$ cat config.mk
export PLATFORM = sky130hd
export DESIGN_NAME = eit_irq_top
export DESIGN_NICKNAME = d
export VERILOG_FILES = /design/src/inc/eit_pkg.sv /design/src/rtl/eit_edge_det.sv /design/src/rtl/eit_irq_top.sv
export VERILOG_INCLUDE_DIRS = /design/src /design/src/inc
export SDC_FILE = /design/constraint.sdc
export NUM_CORES = 1
export LEC_CHECK = 0
export BUFFER_PORTS_ARGS = -buffer_cell sky130_fd_sc_hd__buf_2
export CAP_MARGIN = 10
export CORE_MARGIN = 2
export CORE_UTILIZATION = 40
export DETAILED_ROUTE_END_ITERATION = 16
export GPL_ROUTABILITY_DRIVEN = 0
export SYNTH_ARGS = -nofsm -noshare
export SYNTH_HDL_FRONTEND = slang
export SYNTH_SLANG_ARGS = --single-unit
export TNS_END_PERCENT = 20
$ cat constraint.sdc
create_clock -name clk -period 1.9 [get_ports clk]
set_input_delay 0.285 -clock clk [delete_from_list [all_inputs] [get_ports clk]]
set_output_delay 0.285 -clock clk [all_outputs]
set_load 0.05 [all_outputs]
$ cat src/inc/eit_defines.svh
`ifndef EIT_DEFINES_SVH
`define EIT_DEFINES_SVH

// Bit positions in the first source enable register.
`define EIT_V1_EXT0 0
`define EIT_V1_EXT1 1
`define EIT_V1_T2 3

// Bit positions in each external pin control register.
`define EIT_IC_BOTH 1
`define EIT_IC_POL 2
`define EIT_IC_EN 3

// Timer-2 control fields.
`define EIT_W2_RUN 2
`define EIT_W2_SRC_HI 1
`define EIT_W2_SRC_LO 0
`define EIT_SRC_INSTR 2'h0
`define EIT_SRC_PRESC 2'h1

// Reset values.
`define EIT_NIB_RST 4'h0
`define EIT_BYTE_RST 8'h00
`define EIT_BYTE_MAX 8'hFF
`define EIT_P3_RST 2'h3

// One instruction cycle is this many system clocks.
`define EIT_INSTR_CLKS 3
`define EIT_ICYC_LAST 2'h2

`endif

$ cat src/inc/eit_pkg.sv
package eit_pkg;

    // Instructions that reach this block from the core's decoder.
    typedef enum logic [3:0] {
        OP_NOP = 4'h0,
        OP_DISABLE_ALL_IRQ = 4'h1,
        OP_ENABLE_ALL_IRQ = 4'h2,
        OP_SKIP_TEST_EXT0 = 4'h3,
        OP_SKIP_TEST_EXT1 = 4'h4,
        OP_SKIP_TEST_TIMER_TWO = 4'h5,
        OP_WRITE_SOURCE_ENABLE = 4'h6,
        OP_WRITE_EXT0_CTRL = 4'h7,
        OP_WRITE_EXT1_CTRL = 4'h8,
        OP_WRITE_PORT3 = 4'h9,
        OP_WRITE_TIMER_TWO_CTRL = 4'hA,
        OP_WRITE_PRESCALER_CTRL = 4'hB,
        OP_LOAD_TIMER_TWO_RELOAD = 4'hC,
        OP_LOAD_PRESCALER_RELOAD = 4'hD
    } eit_op_t;

    // One instruction with the accumulator and the B register.
    typedef struct packed {
        eit_op_t op;
        logic [3:0] acc;
        logic [3:0] breg;
    } eit_cmd_t;

    // Which source the core is vectored to.
    typedef enum logic [1:0] {
        SRC_NONE = 2'h0,
        SRC_EXT0 = 2'h1,
        SRC_EXT1 = 2'h2,
        SRC_TIMER_TWO = 2'h3
    } eit_src_t;

    // Readable state of the block.
    typedef struct packed {
        logic inte;
        logic [3:0] source_enable;
        logic [3:0] ext0_ctrl;
        logic [3:0] ext1_ctrl;
        logic [3:0] timer_two_ctrl;
        logic prescaler_run;
        logic ext0_flag;
        logic ext1_flag;
        logic timer_two_flag;
        logic [7:0] timer_two_count;
    } eit_stat_t;

endpackage

$ cat src/rtl/eit_edge_det.sv
`timescale 1ns/100ps
`include "eit_defines.svh"

// Pin synchroniser and valid-waveform detector for one external pin.
module eit_edge_det (
    // Clock and reset.
    input wire logic clk,
    input wire logic rst,
    // Raw pin and its control register.
    input wire logic pin,
    input wire logic [3:0] ctrl,
    // Request pulse, one cycle.
    output logic edge_hit
);

    logic sync1_r;
    logic sync2_r;
    logic valid_r;
    logic valid_lvl;

    // Two flops bring the pin into the clock domain.
    always_ff @(posedge clk) begin
        if (rst) begin
            sync1_r <= 1'b1;
            sync2_r <= 1'b1;
            valid_r <= 1'b0;
        end else begin
            sync1_r <= pin;
            sync2_r <= sync1_r; // [RULE_19]
            valid_r <= valid_lvl;
        end
    end

    // The gated, polarity-corrected level; a change of enable or polarity
    // can move it, which is why a control write may raise a request.
    assign valid_lvl = ctrl[`EIT_IC_EN] & // [RULE_07] [RULE_16]
        (ctrl[`EIT_IC_POL] ? sync2_r : ~sync2_r);

    // Both-edge mode flags any change, otherwise only the active edge.
    assign edge_hit = ctrl[`EIT_IC_BOTH] ? (valid_lvl ^ valid_r) : // [RULE_08]
        (valid_lvl & ~valid_r); // [RULE_09]

endmodule // eit_edge_det

$ cat src/rtl/eit_irq_top.sv
// Notes on behaviour
// (RULE_01) Sources hold a valid level or edge state at least four clocks.
// (RULE_02) Source enable bit 0 gates the external-0 request.
// (RULE_03) Source enable bit 1 gates the external-1 request.
// (RULE_04) Source enable bit 3 gates the timer-2 request.
// (RULE_05) Global enable set and cleared by instructions; zero blocks every source.
// (RULE_06) Software writes port latch 1 before using the pin as input.
// (RULE_07) Pin control bit 3 enables the pin input path.
// (RULE_08) Pin control bit 1 set detects both edges.
// (RULE_09) Bits 1 and 2 both zero detect falling edges only.
// (RULE_10) The external-0 skip-test instruction clears its request flag; here only while source enable bit 0 is 0.
// (RULE_11) Skip-test skips the next instruction when set; software adds a no-op; here only while that source's enable bit is 0.
// (RULE_12) Timer-2 control bit 2 starts and stops timer 2.
// (RULE_13) Timer-2 control bits 1:0 pick the count source; 01 is prescaler.
// (RULE_14) Timer-2 and prescaler reload registers take software count values.
// (RULE_15) Timer-2 request flag is cleared by its skip-test instruction; here only while source enable bit 3 is 0.
// (RULE_16) Changing polarity or input enable may set the request flag.
// (RULE_17) Timer 2 sets its request flag on every underflow.
// (RULE_18) Instruction cycle is three clocks; prescaler divides by reload plus one.
// (RULE_19) Pins are synchronised; each held transition is caught exactly once.
// (RULE_20) Timer 2 reloads itself on underflow and keeps counting.
`timescale 1ns/100ps
`include "eit_defines.svh"

module eit_irq_top (
    // Clock and reset.
    input wire logic clk,
    input wire logic rst,
    // Instruction strobe from the core.
    input wire logic cmd_valid,
    input wire eit_pkg::eit_cmd_t cmd,
    // Interrupt handshake with the core.
    input wire logic irq_ack,
    output logic irq_req,
    output eit_pkg::eit_src_t irq_src,
    // Skip of the following instruction, one-cycle pulse.
    output logic skip_next,
    // External interrupt pins, open drain through the port latch.
    input wire logic ext_irq_pin_zero_in,
    output logic ext_irq_pin_zero_out,
    output logic ext_irq_pin_zero_oe_n,
    input wire logic ext_irq_pin_one_in,
    output logic ext_irq_pin_one_out,
    output logic ext_irq_pin_one_oe_n,
    // Block state and the prescaler output tick.
    output eit_pkg::eit_stat_t status,
    output logic prescaler_output_clock
);

    logic [3:0] source_enable_r;
    logic [3:0] ext0_ctrl_r;
    logic [3:0] ext1_ctrl_r;
    logic [3:0] timer_two_ctrl_r;
    logic prescaler_run_r;
    logic [7:0] timer_two_reload_r;
    logic [7:0] prescaler_reload_r;
    logic [7:0] timer_two_cnt_r;
    logic [7:0] timer_two_cnt_nxt;
    logic [7:0] presc_cnt_r;
    logic [7:0] presc_cnt_nxt;
    logic [1:0] icyc_r;
    logic inte_r;
    logic inte_nxt;
    logic ext0_flag_r;
    logic ext0_flag_nxt;
    logic ext1_flag_r;
    logic ext1_flag_nxt;
    logic t2_flag_r;
    logic t2_flag_nxt;
    logic [1:0] port3_latch_r;
    logic skip_r;
    logic skip_nxt;

    // Decoded instruction strobes.
    logic op_di;
    logic op_ei;
    logic op_skip_test_ext0_instr;
    logic op_skip_test_ext1_instr;
    logic op_skip_test_timer_two_instr;
    logic wr_v1;
    logic wr_i1;
    logic wr_i2;
    logic wr_p3;
    logic wr_w2;
    logic wr_pa;
    logic ld_t2;
    logic ld_ps;
    logic [7:0] cmd_byte;

    assign op_di = cmd_valid && cmd.op == eit_pkg::OP_DISABLE_ALL_IRQ;
    assign op_ei = cmd_valid && cmd.op == eit_pkg::OP_ENABLE_ALL_IRQ;
    assign op_skip_test_ext0_instr = cmd_valid && cmd.op == eit_pkg::OP_SKIP_TEST_EXT0;
    assign op_skip_test_ext1_instr = cmd_valid && cmd.op == eit_pkg::OP_SKIP_TEST_EXT1;
    assign op_skip_test_timer_two_instr = cmd_valid &&
        cmd.op == eit_pkg::OP_SKIP_TEST_TIMER_TWO;
    assign wr_v1 = cmd_valid && cmd.op == eit_pkg::OP_WRITE_SOURCE_ENABLE;
    assign wr_i1 = cmd_valid && cmd.op == eit_pkg::OP_WRITE_EXT0_CTRL;
    assign wr_i2 = cmd_valid && cmd.op == eit_pkg::OP_WRITE_EXT1_CTRL;
    assign wr_p3 = cmd_valid && cmd.op == eit_pkg::OP_WRITE_PORT3;
    assign wr_w2 = cmd_valid && cmd.op == eit_pkg::OP_WRITE_TIMER_TWO_CTRL;
    assign wr_pa = cmd_valid && cmd.op == eit_pkg::OP_WRITE_PRESCALER_CTRL;
    assign ld_t2 = cmd_valid && cmd.op == eit_pkg::OP_LOAD_TIMER_TWO_RELOAD;
    assign ld_ps = cmd_valid && cmd.op == eit_pkg::OP_LOAD_PRESCALER_RELOAD;
    // The byte loads take the accumulator as the high nibble.
    assign cmd_byte = {cmd.acc, cmd.breg};

    // Control registers written through the accumulator.
    always_ff @(posedge clk) begin
        if (rst) begin
            source_enable_r <= `EIT_NIB_RST;
            ext0_ctrl_r <= `EIT_NIB_RST;
            ext1_ctrl_r <= `EIT_NIB_RST;
            timer_two_ctrl_r <= `EIT_NIB_RST;
            prescaler_run_r <= 1'b0;
            port3_latch_r <= `EIT_P3_RST;
        end else begin
            if (wr_v1) source_enable_r <= cmd.acc;
            if (wr_i1) ext0_ctrl_r <= cmd.acc; // [RULE_07] [RULE_16]
            if (wr_i2) ext1_ctrl_r <= cmd.acc;
            if (wr_w2) timer_two_ctrl_r <= cmd.acc;
            if (wr_pa) prescaler_run_r <= cmd.acc[0];
            if (wr_p3) port3_latch_r <= cmd.acc[1:0];
        end
    end

    // Reload registers; a load also presets a stopped counter.
    always_ff @(posedge clk) begin
        if (rst) begin
            timer_two_reload_r <= `EIT_BYTE_MAX;
            prescaler_reload_r <= `EIT_BYTE_MAX;
        end else begin
            if (ld_t2) timer_two_reload_r <= cmd_byte; // [RULE_14]
            if (ld_ps) prescaler_reload_r <= cmd_byte; // [RULE_14]
        end
    end

    // Port latch: a 0 pulls the pin low, a 1 lets it act as an input.
    assign ext_irq_pin_zero_out = 1'b0;
    assign ext_irq_pin_one_out = 1'b0;
    assign ext_irq_pin_zero_oe_n = port3_latch_r[0];
    assign ext_irq_pin_one_oe_n = port3_latch_r[1];

    // Pin synchronisers and waveform detectors, one per pin.
    logic ext0_hit;
    logic ext1_hit;

    eit_edge_det u_ext0 (
        .clk(clk),
        .rst(rst),
        .pin(ext_irq_pin_zero_in),
        .ctrl(ext0_ctrl_r),
        .edge_hit(ext0_hit)
    ); // [RULE_19] [RULE_01]

    eit_edge_det u_ext1 (
        .clk(clk),
        .rst(rst),
        .pin(ext_irq_pin_one_in),
        .ctrl(ext1_ctrl_r),
        .edge_hit(ext1_hit)
    ); // [RULE_08] [RULE_09]

    // Instruction clock: one tick every third system clock.
    logic instr_tick;
    assign instr_tick = icyc_r == `EIT_ICYC_LAST; // [RULE_18]

    always_ff @(posedge clk) begin
        if (rst) begin
            icyc_r <= 2'h0;
        end else begin
            icyc_r <= instr_tick ? 2'h0 : icyc_r + 2'h1;
        end
    end

    // Prescaler counts instruction ticks, dividing by reload plus one.
    logic presc_tick;
    assign presc_tick = prescaler_run_r && instr_tick &&
        presc_cnt_r == `EIT_BYTE_RST; // [RULE_18]
    assign prescaler_output_clock = presc_tick;

    always_comb begin
        presc_cnt_nxt = presc_cnt_r;
        if (!prescaler_run_r && ld_ps) begin
            presc_cnt_nxt = cmd_byte;
        end else if (presc_tick) begin
            presc_cnt_nxt = prescaler_reload_r;
        end else if (prescaler_run_r && instr_tick) begin
            presc_cnt_nxt = presc_cnt_r - 8'h01;
        end
    end

    // Count source of timer 2; codes other than the two known stall it.
    logic t2_src_tick;
    logic t2_run;
    logic t2_under;
    assign t2_run = timer_two_ctrl_r[`EIT_W2_RUN]; // [RULE_12]
    assign t2_src_tick = (timer_two_ctrl_r[1:0] == `EIT_SRC_PRESC) ?
        presc_tick : // [RULE_13]
        ((timer_two_ctrl_r[1:0] == `EIT_SRC_INSTR) && instr_tick);
    // Codes 10 and 11 leave timer 2 with no source at all.
    assign t2_under = t2_run && t2_src_tick &&
        timer_two_cnt_r == `EIT_BYTE_RST;

    always_comb begin
        timer_two_cnt_nxt = timer_two_cnt_r;
        if (!t2_run && ld_t2) begin
            timer_two_cnt_nxt = cmd_byte;
        end else if (t2_under) begin
            timer_two_cnt_nxt = timer_two_reload_r; // [RULE_20]
        end else if (t2_run && t2_src_tick) begin
            timer_two_cnt_nxt = timer_two_cnt_r - 8'h01;
        end
    end

    always_ff @(posedge clk) begin
        if (rst) begin
            presc_cnt_r <= `EIT_BYTE_MAX;
            timer_two_cnt_r <= `EIT_BYTE_MAX;
        end else begin
            presc_cnt_r <= presc_cnt_nxt;
            timer_two_cnt_r <= timer_two_cnt_nxt;
        end
    end

    // A skip test only works while its source is disabled; when enabled
    // the instruction behaves as a no-op and leaves the flag alone.
    logic skip_test_ext0_instr_hit;
    logic skip_test_ext1_instr_hit;
    logic skip_test_timer_two_instr_hit;
    assign skip_test_ext0_instr_hit = op_skip_test_ext0_instr && !source_enable_r[`EIT_V1_EXT0] &&
        ext0_flag_r;
    assign skip_test_ext1_instr_hit = op_skip_test_ext1_instr && !source_enable_r[`EIT_V1_EXT1] &&
        ext1_flag_r;
    assign skip_test_timer_two_instr_hit = op_skip_test_timer_two_instr && !source_enable_r[`EIT_V1_T2] &&
        t2_flag_r;

    // Gated requests and the fixed priority seen by the core.
    logic [2:0] pend;
    assign pend[0] = ext0_flag_r && source_enable_r[`EIT_V1_EXT0]; // [RULE_02]
    assign pend[1] = ext1_flag_r && source_enable_r[`EIT_V1_EXT1]; // [RULE_03]
    assign pend[2] = t2_flag_r && source_enable_r[`EIT_V1_T2]; // [RULE_04]
    assign irq_req = inte_r && (|pend); // [RULE_05]
    assign irq_src = !irq_req ? eit_pkg::SRC_NONE :
        pend[0] ? eit_pkg::SRC_EXT0 :
        pend[1] ? eit_pkg::SRC_EXT1 : eit_pkg::SRC_TIMER_TWO;

    // Acceptance clears the serviced flag and the global enable.
    logic ack0;
    logic ack1;
    logic ackt2;
    assign ack0 = irq_ack && irq_src == eit_pkg::SRC_EXT0;
    assign ack1 = irq_ack && irq_src == eit_pkg::SRC_EXT1;
    assign ackt2 = irq_ack && irq_src == eit_pkg::SRC_TIMER_TWO;

    // Flag updates; a new event wins over a clear in the same cycle.
    assign ext0_flag_nxt = ext0_hit |
        (ext0_flag_r & ~(skip_test_ext0_instr_hit | ack0)); // [RULE_10]
    assign ext1_flag_nxt = ext1_hit | (ext1_flag_r & ~(skip_test_ext1_instr_hit | ack1));
    assign t2_flag_nxt = t2_under |
        (t2_flag_r & ~(skip_test_timer_two_instr_hit | ackt2)); // [RULE_15] [RULE_17]
    assign inte_nxt = op_ei ? 1'b1 :
        ((op_di || (irq_ack && irq_req)) ? 1'b0 : inte_r); // [RULE_05]
    assign skip_nxt = skip_test_ext0_instr_hit | skip_test_ext1_instr_hit | skip_test_timer_two_instr_hit; // [RULE_11]

    always_ff @(posedge clk) begin
        if (rst) begin
            ext0_flag_r <= 1'b0;
            ext1_flag_r <= 1'b0;
            t2_flag_r <= 1'b0;
            inte_r <= 1'b0;
            skip_r <= 1'b0;
        end else begin
            ext0_flag_r <= ext0_flag_nxt;
            ext1_flag_r <= ext1_flag_nxt;
            t2_flag_r <= t2_flag_nxt;
            inte_r <= inte_nxt;
            skip_r <= skip_nxt;
        end
    end

    assign skip_next = skip_r;

    // Status view of the block.
    assign status.inte = inte_r;
    assign status.source_enable = source_enable_r;
    assign status.ext0_ctrl = ext0_ctrl_r;
    assign status.ext1_ctrl = ext1_ctrl_r;
    assign status.timer_two_ctrl = timer_two_ctrl_r;
    assign status.prescaler_run = prescaler_run_r;
    assign status.ext0_flag = ext0_flag_r;
    assign status.ext1_flag = ext1_flag_r;
    assign status.timer_two_flag = t2_flag_r;
    assign status.timer_two_count = timer_two_cnt_r;
endmodule // eit_irq_top

Word-level counts from Yosys, hierarchy flattened --
Cells that the tools add are included.
Word-level totals: register bits 64, latch bits 0, bits in writable memories 0, ROM bits 0, input port bits 18, output and inout bits 38, word-level logic and storage cells 131, memories 0
Cells by class: $add $sub $neg 3, multiply operators 0, div/mod/pow operators 0, $lt $le $gt $ge 0, eq/ne operators 18, shift-type cells 0, mux-type cells 16, bitwise logic cells 24, reduce and logical (&&, ||, !) cells 48
Operators with widths (count):
- two-way mux 8 bit | 6
- logical AND 1 bit | 34
- equality test 4 bit (second input constant) | 6
- equality test 4 x 3 -> 1 bit (second input constant) | 4
- zero test 8 bit | 2
- subtractor 8 x 1 -> 8 bit (second input constant) | 2
- equality test 4 x 2 -> 1 bit (second input constant) | 2
- two-way mux 1 bit | 8
- OR 1 bit | 8
- AND 1 bit | 7
- inverter 1 bit | 7
- equality test 2 bit (second input constant) | 3
- nonzero test 3 bit | 2
- zero test 1 bit | 5
- equality test 2 x 1 -> 1 bit (second input constant) | 2
- equality test 4 x 1 -> 1 bit (second input constant) | 1
- two-way mux 2 bit | 2
- OR reduction 3 bit | 1
- adder 2 x 1 -> 2 bit (second input constant) | 1
- zero test 2 bit | 1
- nonzero test 2 bit | 1
- OR reduction 2 bit | 1
- XOR 1 bit | 2
- logical OR 1 bit | 1

Depth between registers and ports, before layout --
Gate-level depths: netlist (run 1).
depth after elaboration 10, depth in mapped cells 8

Hierarchy --
From an unflattened synthesis (run 1), not the netlist that was laid out.
Second synthesis, totals: cell total of the unflattened synthesis 386, area total of the unflattened synthesis 3178.0 um2
By module, submodules not included:
- eit_irq_top | times used 1, cells an instance 362, area an instance 2925.3 um2, seq. area each 1161.1 um2
- eit_edge_det | times used 2, cells an instance 12, area an instance 126.4 um2, seq. area each 60.1 um2

Worst setup path after synthesis (run 1) --
No wires, ideal clock.
kind register to output, start point reg presc_cnt_r[0], end point out prescaler_output_clock, arrival time 2.198 ns, required time 1.615 ns, setup slack -0.583 ns, cell stages (with the launch flop) 8, path through dfxtp_1 > inv_1 > ha_1 > or3b_2 > clkbuf_1 > or2_0 > clkbuf_1 > nor2_1
Between the ends: longest elaborated chain between the ends 2
RTL lines:
- from (decl) | RTL line eit_irq_top.sv:59 | logic [7:0] presc_cnt_r;
- from (signal assigned) | RTL line eit_irq_top.sv:217 | presc_cnt_r <= `EIT_BYTE_MAX;
- from (signal assigned) | RTL line eit_irq_top.sv:220 | presc_cnt_r <= presc_cnt_nxt;
- zero test 8 bit (no source line)
- logical AND 1 bit (no source line)
- to (decl) | RTL line eit_irq_top.sv:47 | output logic prescaler_output_clock
No other way between the ends.

Worst setup path after layout (run 1) --
start point reg presc_cnt_r[1], end point out prescaler_output_clock
The elaborated chain is that of the path after synthesis.

==> results of run 1 <==
cell families (layout without fill, tap and decap cells):
kind of cell | count (synthesis) | in the layout | share of synthesized area
and+or+nand+nor | 154 | 154 | 0.243
AOI/OAI and AO/OA | 86 | 86 | 0.172
other | 1 | 2 | 0.00117
buffers and inverters | 48 | 110 | 0.0673
DFF | 64 | 64 | 0.398
xor gates and xnor gates | 7 | 7 | 0.0191
adders and majority gates | 7 | 7 | 0.0272
muxes | 23 | 23 | 0.0724
per-layer routing:
layer	global-route usage	wire length (µm)	up-vias
li1	-	-	1494
met2	0.333	4040	85
met3	0.0265	416	12
met1	0.274	3980	1444
met5	0	0	-
met4	0.0797	143	0
area by class of cell:
| class | instances | share of cell area |
|---|---|---|
| inverter | 15 | 0.0144 |
| tap | 102 | 0.0326 |
| multi-input combinational | 279 | 0.456 |
| timing repair buffer | 79 | 0.120 |
| clock buffer | 10 | 0.0326 |
| sequential | 64 | 0.329 |
| clock inverter | 6 | 0.0153 |
where the power goes:
group          switching [mW]  leakage (nW)  internal, mW
sequential             0.0230         0.519          1.38
clock                   0.544        0.0920         0.599
combinational           0.183          1.04        0.0842
total                   0.750          1.65          2.06
path summary, 6_finish.rpt:
path | endpoint | slack, ns | cells past startpoint
hold / removal | u_ext1.sync1_r | 0.12 | 2
hold reg to reg | u_ext0.sync2_r | 0.41 | 1
setup reg to reg | presc_cnt_r[5] | 0.08 | 8
setup / recovery | prescaler_output_clock | -0.12 | 6
through the flow:
step / setup slack, ns / util
after global routing: -0.174 / 0.505
after floorplan: -0.0781 / -
after detailed placement: -0.00922 / 0.472
final: -0.124 / 0.505
after global placement: 0.0202 / 0.472
after CTS: -0.161 / 0.502
state kept, by name, indices dropped and copies added, names as in the netlist:
signal / count
timer_two_cnt_r: 8
ext1_flag_r: 1
icyc_r: 2
source_enable_r: 4
ext1_ctrl_r: 4
timer_two_ctrl_r: 4
ext0_flag_r: 1
prescaler_run_r: 1
skip_next: 1
t2_flag_r: 1
port3_latch_r: 2
presc_cnt_r: 8
u_ext0.sync2_r: 1
u_ext0.sync1_r: 1
u_ext1.sync1_r: 1
ext0_ctrl_r: 4
prescaler_reload_r: 8
u_ext1.valid_r: 1
u_ext1.sync2_r: 1
timer_two_reload_r: 8
inte_r: 1
u_ext0.valid_r: 1
worst max-delay path, delay by kind of cell (launching register included):
family / cells / cell delay (ns)
adder cells (fa/ha/maj): 1 / 0.14
buffers and inverters: 2 / 0.22
flip-flops: 1 / 0.32
AND/OR/NAND/NOR: 3 / 0.71
cells in the mapped netlist, drive strengths merged, types with 3 or more instances:
library cell   n
clkbuf        22
xor2           3
nand2b         3
a21oi         24
a31oi          4
nor2          24
or3b           4
xnor2          4
o21a           3
dfxtp         64
nor3          11
or2            6
mux2i         21
and3           4
nand3         28
o21ai         24
o211ai        12
inv           15
a221oi         4
ha             7
nand2         49
and2           4
or4            4
or3            7
o2111ai        3
buf           11
timing repair:
item                                    in CTS  in global routing
buffers inserted                             3                  0
pin swaps                                    3                  3
endpoints found under the setup margin       5                  6
gates resized for setup                      8                  6
hold buffers                                 0                  0
==> results.cfg, run 1 <==
[outcome]
outcome = finished, violations left
violations_in_the_final_reports = negative setup slack

[synthesis]
post-synth-top-area-fraction = 0.398
ys.warnings.count = 0
synth_area_leader = sky130_fd_sc_hd__dfxtp_1
postSynthRegisterBits = 64
postSynthCellCount = 390
synth_flop_cell = sky130_fd_sc_hd__dfxtp_1
yosysUniqueCellTypes = 54
syn_avg_cell_area_um2 = 8.25
synth.yosys.seq_area_share = 0.398
synth_edf_count = 0
asyncSetResetFlopFracSynth = 0
synth_area_um2 = 3220
synth.area.top_cells = sky130_fd_sc_hd__dfxtp_1 (40%), sky130_fd_sc_hd__mux2i_1 (6.5%), sky130_fd_sc_hd__nand2_1 (5.6%)

[floorplanning]
die_height_um = 93.7
die_w_um = 93.7
ios = 56
core_um2 = 7770
row_count = 32
floorplan.die_area_um2 = 8770
initial_core_util = 0.414

[pwr]
p_leak_nw = 1.65
power-per-cell-area_nw_per_um2 = 717
power.total_mw = 2.81
vdd.ir_drop.worst_v = 0.000287

[timing]
maxClockFrequency_mhz = 494
grt_setup_unrepaired = true
fin_tns_setup_ns = -0.124
finalHoldViolations = 0
maxSlewHeadroom = 0.654
setup_viol = 1
hold_worst_slack_ns = 0.124
final_period_minus_worst_setup_slack_ns = 2.02
postLayoutSetupSlackWorst_ns = -0.124
pins_over_their_slew_limit = 0
max_slew.worst_pin.slew_ns = 0.517
final.setup_skew_ns = 0.00582
final.period_utilization = 1.07

[finish]
antenna_diode_count = 0
layout_common_cells = sky130_fd_sc_hd__dfxtp_1 (58), sky130_fd_sc_hd__buf_2 (52), sky130_fd_sc_hd__nand2_1 (48)
final-seq-area_um2 = 1290
layout-drive-gt1-share = 0.283
layout.cells.non_filler = 555
synthToLayoutAreaGrowth_pct = 21.9
number_of_filler_instances_in_the_final_layout = 774
final_cell_area_um2 = 3920
multi_input_comb_area_um2 = 1790
final_common_cell = sky130_fd_sc_hd__dfxtp_1
fin_nets = 473

[clock_tree]
cts-buffers-inserted = 9
cts.root.buffer_cell = sky130_fd_sc_hd__clkbuf_8
cts_tree = built
clkSlewWorstSetupHoldPaths_ns = 0.07
cts_num_sinks = 64
cts-root-to-sink-buffers = 2
clk-insertion-delay-late_ns = 0.34
clock_tree.htree_level_count = 3

[setup_path]
cpMaxStageDelayCell = sky130_fd_sc_hd__or3b_4
cpPeakStageDelay_ns = 0.37
timing.critical_path.cells = inv_2, ha_4, or3b_4, or2_4, nor2_4, buf_8
start_kind = register
critPathCaptureType = output pin
r2r-start = presc_cnt_r[1]
worst-path-max-fanout = 2
worst_setup_path_startpoint = presc_cnt_r[1]
critPathRequiredTime_ns = 1.62
critical_path_class = register to output pin
critPathArrivalTime_ns = 1.74

[route]
drt_iter0_drc = 136
route.final.wire_length_um = 8580
routedWlPerCell_um = 15.5
dr_total_vias = 3035
first_pass_iters = 5
route.antenna.remaining_nets = 0
drc = 0
viasPerCell = 5.47

[placed_design]
place.detailed.hpwl_um = 6170
place.detailed.instances = 536
post_dp_cell_area_um2 = 3660
numPortBuffers = 53

[min_path]
min-delay-start = ext_irq_pin_one_in
hold_path_class = input pin to register

[global_routing]
grt_usage = 0.204
antenna_found_initial = 0
grt_start_max_net_pins = 44
grt_first_pass_wirelength_um = 13900
grt-ovfl-total = 0
grt_pass1_vias = 2797

[flow_run]
cap_viol_max_count = 0
Note: power is estimated with default switching activity, not from simulation.
==> run 2, diff against run 1 <==
==> constraint.sdc (replaced) <==
create_clock -name clk -period 1.9 [get_ports clk]
set_input_delay 0.285 -clock clk [delete_from_list [all_inputs] [get_ports clk]]
set_output_delay 0.285 -clock clk [all_outputs]
set_load 0.1 [all_outputs]
==> results.cfg, run 2 (synthesized netlist as in run 1, its figures left out) <==
[timing]
setup_viol = 2
final_period_minus_worst_setup_slack_ns = 2.09
max_slew.worst_pin.slew_ns = 0.504
final.setup_skew_ns = 0.00892
maxClockFrequency_mhz = 479
final.period_utilization = 1.10
grt_setup_unrepaired = true
postLayoutSetupSlackWorst_ns = -0.187
maxSlewHeadroom = 0.663
finalHoldViolations = 0
pins_over_their_slew_limit = 0

[finish]
synthToLayoutAreaGrowth_pct = 24.3
layout_common_cells = sky130_fd_sc_hd__dfxtp_1 (55), sky130_fd_sc_hd__buf_2 (49), sky130_fd_sc_hd__nand2_1 (48)
antenna_diode_count = 0
final-seq-area_um2 = 1300
number_of_filler_instances_in_the_final_layout = 744
final_util = 0.514
layout.cells.non_filler = 559
multi_input_comb_area_um2 = 1790
layout-drive-gt1-share = 0.295
fin_nets = 477
final_common_cell = sky130_fd_sc_hd__dfxtp_1

[placed_design]
place.detailed.instances = 536
numPortBuffers = 53
place.detailed.hpwl_um = 6060

[pwr]
power_frac_comb = 0.115
p_sw_mw = 0.822
cellInternalPower_mw = 1.97
seq_power_share = 0.500
p_leak_nw = 1.67
p_clk_frac = 0.385
sw_frac_of_total = 0.294
power-per-cell-area_nw_per_um2 = 699
vdd.ir_drop.worst_v = 0.000353

[clock_tree]
ctsHoldBuffers = 0
clkSlewWorstSetupHoldPaths_ns = 0.08
cts-buffers-inserted = 9
clock_tree.htree_level_count = 3
cts.root.buffer_cell = sky130_fd_sc_hd__clkbuf_8
cts-root-to-sink-buffers = 2
clk-insertion-delay-late_ns = 0.34
cts_num_sinks = 64
cts_tree = built

[route]
dr_total_vias = 2986
drc = 0
first_pass_iters = 4
viasPerCell = 5.34
route.final.wire_length_um = 8690
route.antenna.remaining_nets = 0
drt_iter0_drc = 154
routedWlPerCell_um = 15.5

[floorplanning]
row_count = 32
initial_core_util = 0.414
core_um2 = 7770
die_w_um = 93.7
die_height_um = 93.7
ios = 56
floorplan.die_area_um2 = 8770

[global_routing]
grt_pass1_vias = 2845
antenna_found_initial = 0
grt_first_pass_wirelength_um = 14100
grt_usage = 0.206
grt-ovfl-total = 0
grt_start_max_net_pins = 31

[setup_path]
timing.reg2reg.worst_path_depth = 8
start_kind = register
critPathCaptureType = output pin
timing.critical_path.cells = inv_2, ha_4, or3b_4, or2_4, nor2_4, buf_12
critPathRequiredTime_ns = 1.62
critical_path_class = register to output pin
cpMaxStageDelayCell = sky130_fd_sc_hd__or3b_4
critPathArrivalTime_ns = 1.80
worst-path-max-fanout = 2
cpPeakStageDelay_ns = 0.37

[min_path]
hold_path_depth = 2
hold_path_class = input pin to register

[flow_run]
cap_viol_max_count = 0

[outcome]
violations_in_the_final_reports = negative setup slack
outcome = finished, violations left
## run 2: changes by cell type in the layout (fill, tap and decap cells not counted), sizes merged
cell,delta
buf,+4
clkinv,-2
inv,+2
bufinv,-1
clkinvlp,+1
## run 2: power groups by stage
stage               Clock [mW]  Sequential (mW)  Combinational [mW]
global placement             0             1.43               0.313
detailed placement           0             1.43               0.317
finish                    1.07             1.40               0.322
global route              1.16             1.40               0.348
CTS                       1.10             1.40               0.320
floorplan                    0             1.49               0.165
## run 2: path summary, 6_finish.rpt
check	startpoint	end	slack (ns)
hold reg to reg	u_ext0.sync1_r	u_ext0.sync2_r	0.41
hold / removal	ext_irq_pin_one_in	u_ext1.sync1_r	0.12
setup reg to reg	presc_cnt_r[0]	presc_cnt_r[2]	0.05
setup / recovery	presc_cnt_r[0]	prescaler_output_clock	-0.19
## run 2: final cells by class
cell class	count	area share
Inverter	15	0.0141
Clock buffer	10	0.0344
Clock inverter	6	0.0106
Tap cell	102	0.0319
Timing Repair Buffer	83	0.135
Sequential cell	64	0.325
Multi-Input combinational cell	279	0.449
## run 2: metrics by stage
stage / total power, mW / hold WS, ns / setup WS (ns) / area (µm²) / setup TNS, ns
floorplan: 1.66 / 0.384 / -0.258 / 3300 / -1.61
global placement: 1.74 / 0.391 / 0.0349 / 3740 / 0
detailed placement: 1.74 / 0.398 / 0.0195 / 3740 / 0
CTS: 2.82 / 0.105 / -0.193 / 3980 / -0.197
global route: 2.91 / 0.117 / -0.271 / 4000 / -0.422
finish: 2.79 / 0.120 / -0.187 / 4000 / -0.205
## run 2: metal layers
layer	wire, µm	GRT usage	vias to the layer above
met5	0	0	-
met4	72	0.0821	0
met3	419	0.0425	6
met2	4090	0.329	84
met1	4100	0.273	1400
li1	-	-	1496
## run 2: timing repair
item | CTS | global route
pin swaps | 3 | 3
gates resized for setup | 7 | 1
setup endpoints to repair | 4 | 9
setup buffers | 5 | 2
## run 2: worst max-delay path: cells and delay by family, from the launching register on
family | cells | cell delay [ns]
adders and majority gates | 1 | 0.13
buffers and inverters | 2 | 0.26
DFF | 1 | 0.33
and+or+nand+nor | 3 | 0.75
